===== src/hw/mpps_pkg.sv =====
package mpps_pkg;

  localparam int NUM_CH = 4;
  // Switching period in cycles of clock_in until the first wrap; then set by the frequency resistor outside
  localparam logic [15:0] PERIOD_RST = 16'h0190;
  localparam logic [15:0] PERIOD_MIN = 16'h000c;
  localparam logic [1:0] MODE_FOUR = 2'h0;
  localparam logic [1:0] MODE_TWO = 2'h1;
  localparam logic [1:0] MODE_THREE = 2'h2;

  typedef struct packed {
    logic [NUM_CH-1:0] drive;
    logic [NUM_CH-1:0] sample;
    logic [NUM_CH-1:0] hold;
  } mpps_chan_t;

endpackage : mpps_pkg


===== src/hw/mpps_sequencer.sv =====
// Overview of operation
// Active phases end their pulses at equal fractions of the cycle.
// Without any strap all four phases run.
// A cycle runs between successive termination events of phase one.
// Termination clock period equals the programmed switching period.
// Four-phase mode ends phases two to four a quarter cycle apart.
// Phase three strapped high selects two phases, half cycle apart.
// Phase four strapped high selects three phases, third cycle apart.
// Each output stays low for at least a third of the cycle.
// Output is re-enabled only after the forced off-time has elapsed.
// An enabled output rises when its ramp comparator says so.
// A high output stays high until its termination event.
// Driver turns upper switch off and lower on when output falls.
// Driver turns lower switch off and upper on when output rises.
// Channels excluded by the straps stay fully inactive.
// Current is captured only after settling, then held.
// Sample starts at falling edge, lasts a third cycle, holds a cycle; hold here ends at the next termination, about two thirds of a cycle.
// Ramp-crossing decisions arrive as synchronous single-bit inputs.
// Reset holds outputs low; straps are resampled on reset release.
`timescale 1ns/1ps
module mpps_sequencer (
  input wire logic clock_in,
  input wire logic rst_n_in,
  input wire logic [15:0] freq_select_resistor_in,
  input wire logic [3:0] ramp_cross_in,
  input wire logic phase3_strap_in,
  input wire logic phase4_strap_in,
  output logic phase1_drive_out,
  output logic phase2_drive_out,
  output logic phase3_drive_out,
  output logic phase4_drive_out,
  output logic phase3_drive_oe_out,
  output logic phase4_drive_oe_out,
  output logic [3:0] channel_current_sense_sample_out,
  output logic [3:0] channel_current_sense_hold_out,
  output logic [3:0] channel_active_out,
  output logic [1:0] phase_mode_out
);

  localparam int N = mpps_pkg::NUM_CH;

  // Termination offset of channel idx in cycles for the given mode
  function automatic logic [15:0] term_offset(input logic [1:0] mode, input logic [15:0] per,
                                              input int idx);
    logic [17:0] prod;
    prod = 18'h0;
    case (mode)
      mpps_pkg::MODE_TWO: prod = 18'(per) * 18'(idx) / 18'h2;
      mpps_pkg::MODE_THREE: prod = 18'(per) * 18'(idx) / 18'h3;
      default: prod = 18'(per) * 18'(idx) / 18'h4;
    endcase
    return prod[15:0];
  endfunction : term_offset

  function automatic logic [3:0] active_mask(input logic [1:0] mode);
    case (mode)
      mpps_pkg::MODE_TWO: return 4'h3;
      mpps_pkg::MODE_THREE: return 4'h7;
      default: return 4'hf;
    endcase
  endfunction : active_mask

  // Periods shorter than the floor would squeeze the off-time to nothing
  function automatic logic [15:0] clamp_period(input logic [15:0] raw);
    if (raw >= mpps_pkg::PERIOD_MIN)
      return raw;
    else
      return mpps_pkg::PERIOD_MIN;
  endfunction : clamp_period

  typedef enum logic [1:0] {ST_RESET, ST_STRAP, ST_RUN} mpps_state_t;

  mpps_state_t state_r;
  logic [1:0] mode_r;
  logic [15:0] period_r;
  logic [15:0] cnt_r;
  logic [15:0] off_min;
  logic wrap;
  logic run;
  logic [N-1:0] drive_r;
  logic [N-1:0] enabled_r;
  logic [N-1:0] term;
  logic [N-1:0] off_done;
  logic [N-1:0] win_end;
  logic [15:0] off_cnt_r [N];
  logic [15:0] offs_r [N];
  logic [N-1:0] samp_r;
  logic [N-1:0] hold_r;
  logic [3:0] act_r;
  logic strap_oe_r;

  // Forced off-time and sample window, a third of the period
  assign off_min = period_r / 16'h3;
  assign wrap = (cnt_r >= period_r - 16'h1);
  assign run = (state_r == ST_RUN);

  // Reset, strap read, run
  always_ff @(posedge clock_in)
  begin
    if (!rst_n_in)
      state_r <= ST_RESET;
    else
    begin
      case (state_r)
        ST_RESET: state_r <= ST_STRAP;
        ST_STRAP: state_r <= ST_RUN;
        ST_RUN: state_r <= ST_RUN;
        default: state_r <= ST_RESET;
      endcase
    end
  end

  // Straps read once, while the phase 3/4 pins are still released
  always_ff @(posedge clock_in)
  begin
    if (!rst_n_in)
      mode_r <= mpps_pkg::MODE_FOUR;
    else if (state_r == ST_STRAP)
    begin
      if (phase3_strap_in)
        mode_r <= mpps_pkg::MODE_TWO;
      else if (phase4_strap_in)
        mode_r <= mpps_pkg::MODE_THREE;
      else
        mode_r <= mpps_pkg::MODE_FOUR;
    end
  end

  // Pins may be driven only after the strap read
  always_ff @(posedge clock_in)
  begin
    if (!rst_n_in)
      strap_oe_r <= 1'b0;
    else if (state_r == ST_STRAP)
      strap_oe_r <= 1'b1;
  end

  // Termination clock
  always_ff @(posedge clock_in)
  begin
    if (!rst_n_in || !run)
      cnt_r <= 16'h0;
    else if (wrap)
      cnt_r <= 16'h0;
    else
      cnt_r <= cnt_r + 16'h1;
  end

  // New period taken only at the wrap, so no cycle is cut short
  always_ff @(posedge clock_in)
  begin
    if (!rst_n_in || !run)
      period_r <= mpps_pkg::PERIOD_RST;
    else if (wrap)
      period_r <= clamp_period(freq_select_resistor_in);
  end

  always_ff @(posedge clock_in)
  begin
    if (!rst_n_in)
      act_r <= 4'h0;
    else if (run)
      act_r <= active_mask(mode_r);
    else
      act_r <= 4'h0;
  end

  genvar g;
  generate
    for (g = 0; g < N; g++)
    begin : g_ch
      // Offset registered to keep the divider off the compare path
      always_ff @(posedge clock_in)
      begin
        if (!rst_n_in)
          offs_r[g] <= 16'h0;
        else
          offs_r[g] <= term_offset(mode_r, period_r, g);
      end

      assign term[g] = run && act_r[g] && (cnt_r == offs_r[g]);
      assign off_done[g] = (off_cnt_r[g] + 16'h1 >= off_min);
      assign win_end[g] = samp_r[g] && off_done[g];

      // Forced off-time counter, restarted at each termination
      always_ff @(posedge clock_in)
      begin
        if (!rst_n_in || !act_r[g])
          off_cnt_r[g] <= 16'h0;
        else if (term[g])
          off_cnt_r[g] <= 16'h0;
        else if (!enabled_r[g])
          off_cnt_r[g] <= off_cnt_r[g] + 16'h1;
      end

      always_ff @(posedge clock_in)
      begin
        if (!rst_n_in || !act_r[g])
          enabled_r[g] <= 1'b0;
        else if (term[g])
          enabled_r[g] <= 1'b0;
        else if (!enabled_r[g] && off_done[g])
          enabled_r[g] <= 1'b1;
      end

      always_ff @(posedge clock_in)
      begin
        if (!rst_n_in || !act_r[g])
          drive_r[g] <= 1'b0;
        else if (term[g])
          drive_r[g] <= 1'b0;
        else if (enabled_r[g] && ramp_cross_in[g] && !drive_r[g])
          drive_r[g] <= 1'b1;
      end

      // Sample window of a third cycle from the falling edge
      always_ff @(posedge clock_in)
      begin
        if (!rst_n_in || !act_r[g])
          samp_r[g] <= 1'b0;
        else if (term[g])
          samp_r[g] <= 1'b1;
        else if (win_end[g])
          samp_r[g] <= 1'b0;
      end

      // Held value stands until the next termination
      always_ff @(posedge clock_in)
      begin
        if (!rst_n_in || !act_r[g])
          hold_r[g] <= 1'b0;
        else if (term[g])
          hold_r[g] <= 1'b0;
        else if (win_end[g])
          hold_r[g] <= 1'b1;
      end
    end
  endgenerate

  // Phase drives, one register stage to the pins
  always_ff @(posedge clock_in)
  begin
    if (!rst_n_in)
    begin
      phase1_drive_out <= 1'b0;
      phase2_drive_out <= 1'b0;
      phase3_drive_out <= 1'b0;
      phase4_drive_out <= 1'b0;
    end
    else
    begin
      phase1_drive_out <= drive_r[0];
      phase2_drive_out <= drive_r[1];
      phase3_drive_out <= drive_r[2];
      phase4_drive_out <= drive_r[3];
    end
  end

  // Strapped pins are never driven
  always_ff @(posedge clock_in)
  begin
    if (!rst_n_in)
    begin
      phase3_drive_oe_out <= 1'b0;
      phase4_drive_oe_out <= 1'b0;
    end
    else
    begin
      phase3_drive_oe_out <= strap_oe_r && act_r[2];
      phase4_drive_oe_out <= strap_oe_r && act_r[3];
    end
  end

  always_ff @(posedge clock_in)
  begin
    if (!rst_n_in)
    begin
      channel_current_sense_sample_out <= 4'h0;
      channel_current_sense_hold_out <= 4'h0;
    end
    else
    begin
      channel_current_sense_sample_out <= samp_r;
      channel_current_sense_hold_out <= hold_r;
    end
  end

  always_ff @(posedge clock_in)
  begin
    if (!rst_n_in)
    begin
      channel_active_out <= 4'h0;
      phase_mode_out <= mpps_pkg::MODE_FOUR;
    end
    else
    begin
      channel_active_out <= act_r;
      phase_mode_out <= mode_r;
    end
  end

endmodule : mpps_sequencer


===== config.mk =====
export PLATFORM = sky130hd
export DESIGN_NAME = mpps_sequencer
export DESIGN_NICKNAME = d
export VERILOG_FILES = /design/src/hw/mpps_pkg.sv /design/src/hw/mpps_sequencer.sv
export SDC_FILE = /design/constraint.sdc
export NUM_CORES = 1
export LEC_CHECK = 0
export BUFFER_PORTS_ARGS = -buffer_cell sky130_fd_sc_hd__buf_2
export CAP_MARGIN = 0
export CELL_PAD_IN_SITES_DETAIL_PLACEMENT = 0
export CELL_PAD_IN_SITES_GLOBAL_PLACEMENT = 1
export CORE_MARGIN = 2
export CORE_UTILIZATION = 40
export DETAILED_ROUTE_END_ITERATION = 8
export GPL_TIMING_DRIVEN = 0
export PLACE_DENSITY_LB_ADDON = 0.15
export SLEW_MARGIN = 0
export SYNTH_ARGS = -nofsm -noshare
export SYNTH_HDL_FRONTEND = slang
export SYNTH_SLANG_ARGS = --single-unit

===== constraint.sdc =====
create_clock -name clock_in -period 32.4 [get_ports clock_in]
set_clock_uncertainty 0.2 [all_clocks]
set_input_delay 6.48 -clock clock_in [delete_from_list [all_inputs] [get_ports clock_in]]
set_output_delay 6.48 -clock clock_in [all_outputs]
set_load 0.02 [all_outputs]

==> summary.md <==
| Metric | Value |
|---|---|
| Max-slew violations | `0` |
| Synth cell types | `134` |
| Vias in the first global route | `27900` |
| Starting Density | `0.404` |
| Power share of the sequential group | `0.470` |
| Syn avg cell area | `7.30 um2` |
| Crit path max-delay family | `compound AO/OA/AOI/OAI gates` |
| Die Y | `270 um` |
| Crit path DAT | `24900 ps` |
| Seq/Total Area, Yosys | `0.155` |
| ANT nets after route | `0` |
| Mapped Nets | `4025` |
| Reg clk slew, reported paths | `70 ps` |
| Post-synth EDFFs | `64` |
| Reg-to-Reg End | `hold_r[0]` |
| Crit path depth | `78` |
| Tot Pwr | `0.556 mW` |
| Final period util | `0.764` |
| Io pins | `44` |
| Htree depth | `4` |
| First-pass GRT wire length | `164000 um` |
| Die Area | `72700 um2` |
| CTS Buf Count | `17` |
| Die width | `270 um` |
| Clk network pwr share | `0.387` |
| Largest net degree at the start of global routing | `21` |
| Worst Setup EP | `hold_r[0]` |
| Capturing element type of the critical path | `flop` |
| Antenna cells | `0` |
| Min Hold Slack | `256 ps` |
| Top FF cell, synth | `dfxtp_1` |
| Post-synthesis instance total | `3866` |
| Clock net sink count | `186` |
| CTS max path bufs | `2` |
| Max Cap Viol | `0` |
| Post-CTS setup buffers | `0` |
| CP startpoint | `period_r[2]` |
| Wl on met1 | `50200 um` |
| PD cells | `18.4 nW/um2` |
| Cell mode on critical path | `o21ai_0` |
| Reg2Reg Depth | `78` |
| Slowest-stage cell, CP | `nor3_2` |
| Remaining DRCs | `0` |
| Clock Latency Late Sink | `460 ps` |
| RSZ-0062 raised after global routing | `no` |
| Status | `complete, no violations` |
| Share of layout cells above drive strength 1 | `0.0738` |
| Detailed Place HPWL | `83900 um` |
| Pre-antenna DRT Iters | `6` |
| Final hold vios | `0` |
| Final WL | `105000 um` |
| Worst r2r src | `period_r[2]` |
| GR Util All Layers | `0.280` |
| Worst VDD drop | `0.0370 mV` |
| Final setup vio count | `0` |
| Max Clk Rate | `0.0404 GHz` |
| Met2 Wirelength | `46700 um` |
| Seq cells post-synth | `186` |
| Final Wtd Congestion | `0.973` |
| Via count | `30200` |
| Min-delay src | `samp_r[3]` |
| Post-cts sizing count | `0` |
| WL/cell | `21.5 um` |
| R2r setup slk | `7660 ps` |
| Core area | `69900 um2` |
| CTS tree | `done` |
| Root buffer cell | `clkbuf_16` |
| Antenna violations before repair | `0` |
| Tightest Pin Transition | `1320 ps` |
| DRT iter0 DRCs | `2392` |
| TNS Setup | `0 ps` |
| Layout Area Growth over Synthesis | `7.10%` |
| Worst Hold Depth | `2` |
| Cell-internal power | `0.386 mW` |
| Comb power frac | `0.143` |
| Mapped Area | `28200 um2` |
| # fillers | `7409` |
| Hold buffers post-CTS | `0` |
| Leak Pwr | `11.5 nW` |
| # rows | `97` |
| Ys async rst share | `0` |
| Remaining global-route overflow | `0` |
| WP buf/inv | `9` |
| Critical path launch point type | `flop` |
| Met3 wire length | `5190 um` |
| Top Layer Used | `met4` |
| Nets | `4089` |
| Crit-path max cell delay | `990 ps` |
| WS Path Type | `flop to flop` |
| Port bufs | `43` |
| Worst Path Max Fanout | `13` |
| Synth Warn # | `0` |
| Worst Hold Class | `flop to flop` |
| Switching power share of the total | `0.307` |
| Via-to-Cell Ratio | `6.19` |
| Final core occ | `0.432` |
| Relative slew slack | `0.112` |
| Tmin final | `24740 ps` |
| CP required | `32550 ps` |
| NetSw | `0.171 mW` |
-- flip-flops by register name (all words and copies together) (netlist names), 16 cells and up --
register   flops
cnt_r         16
off_cnt_r     64
offs_r        47
period_r      16
-- cells in the final DEF (no fill, tap or decap), types with 65 or more instances in the layout --
| master | n |
|---|---|
| a21oi_1 | 259 |
| a31oi_1 | 65 |
| and2_1 | 72 |
| buf_2 | 71 |
| clkbuf_1 | 124 |
| dfxtp_1 | 122 |
| ha_1 | 134 |
| inv_1 | 87 |
| nand2_1 | 346 |
| nand3_1 | 160 |
| nand4_1 | 71 |
| nor2_1 | 358 |
| nor2b_1 | 93 |
| nor3_1 | 134 |
| o21ai_0 | 207 |
| xnor2_1 | 279 |
| xor2_1 | 90 |
-- routing by layer --
metal / GRT usage / up-vias
met5: 0 / -
met1: 0.398 / 14400
met4: 0.0800 / 0
met2: 0.451 / 956
li1: - / 14700
met3: 0.0207 / 150
-- tightest hold or removal path, delay by kind of cell, from the launching register on --
| family | cells | cell delay [ps] |
|---|---|---|
| buffers and inverters | 1 | 60 |
| flip-flops | 1 | 310 |
| AND/OR/NAND/NOR | 1 | 40 |
-- power by group through the flow --
stage               logic (mW)  registers, mW  clock network (mW)
floorplan               0.0525          0.265                   0
global placement        0.0782          0.267                   0
detailed placement      0.0777          0.267                   0
CTS                     0.0781          0.262               0.219
global route            0.0870          0.263               0.227
finish                  0.0795          0.262               0.215
-- logic make-up (layout without fill, tap and decap cells) --
kind of cell | Yosys count | in the layout | synth area share
adders and majority gates | 136 | 136 | 0.0605
DFF | 186 | 186 | 0.155
buffers and inverters | 273 | 350 | 0.0399
xor gates and xnor gates | 375 | 375 | 0.118
and+or+nand+nor | 1602 | 1602 | 0.297
muxes | 61 | 61 | 0.0229
AOI/OAI and AO/OA | 1233 | 1233 | 0.307
-- synthesized netlist by cell type (all sizes together) (35+ instances only) --
cell	n	area, um2
a21o	54	405
and3	65	412
nor3	148	830
xor2	91	805
inv	93	349
nand4	74	499
o31ai	44	350
and2	75	469
o211ai	53	408
nand2b	57	364
a31oi	65	407
xnor2	284	2520
nor4	39	278
ha	134	1680
nand2	348	1310
edfxtp	64	1920
nor2	363	1380
buf	49	283
clkbuf	125	470
o21ai	246	1250
a21oi	265	1350
nand3	167	893
nor2b	93	582
a211oi	50	410
o22ai	35	231
dfxtp	122	2440
mux2i	48	497
-- area by class of cell --
| type | instances | area [um2] | share of cell area |
|---|---|---|---|
| multi-input combinational | 3407 | 22700 | 0.752 |
| sequential | 186 | 4360 | 0.144 |
| tap | 940 | 1180 | 0.0389 |
| buffer | 174 | 753 | 0.0249 |
| clock buffer | 17 | 425 | 0.0141 |
| inverter | 99 | 372 | 0.0123 |
| timing repair buffer | 45 | 233 | 0.00770 |
| clock inverter | 15 | 168 | 0.00555 |
-- how the worst min path moves through the flow --
stage                                          end  slack [ps]
6_report       channel_current_sense_sample_out[3]         260
5_1_grt        channel_current_sense_sample_out[3]         270
4_1_cts        channel_current_sense_sample_out[3]         260
3_5_place_dp                      phase3_drive_out         240
3_3_place_gp                            drive_r[3]         240
2_1_floorplan  channel_current_sense_sample_out[2]         230
-- per-stage QoR --
step	worst slack (ps)	cells	cell area, um2
after floorplan	14380	3866	28200
after global placement	7960	4849	29600
after detailed placement	8180	4850	29600
after CTS	8090	4882	30200
after global routing	5920	4883	30200
final	7660	4883	30200
No activity file was read; power rests on OpenSTA's default activity.
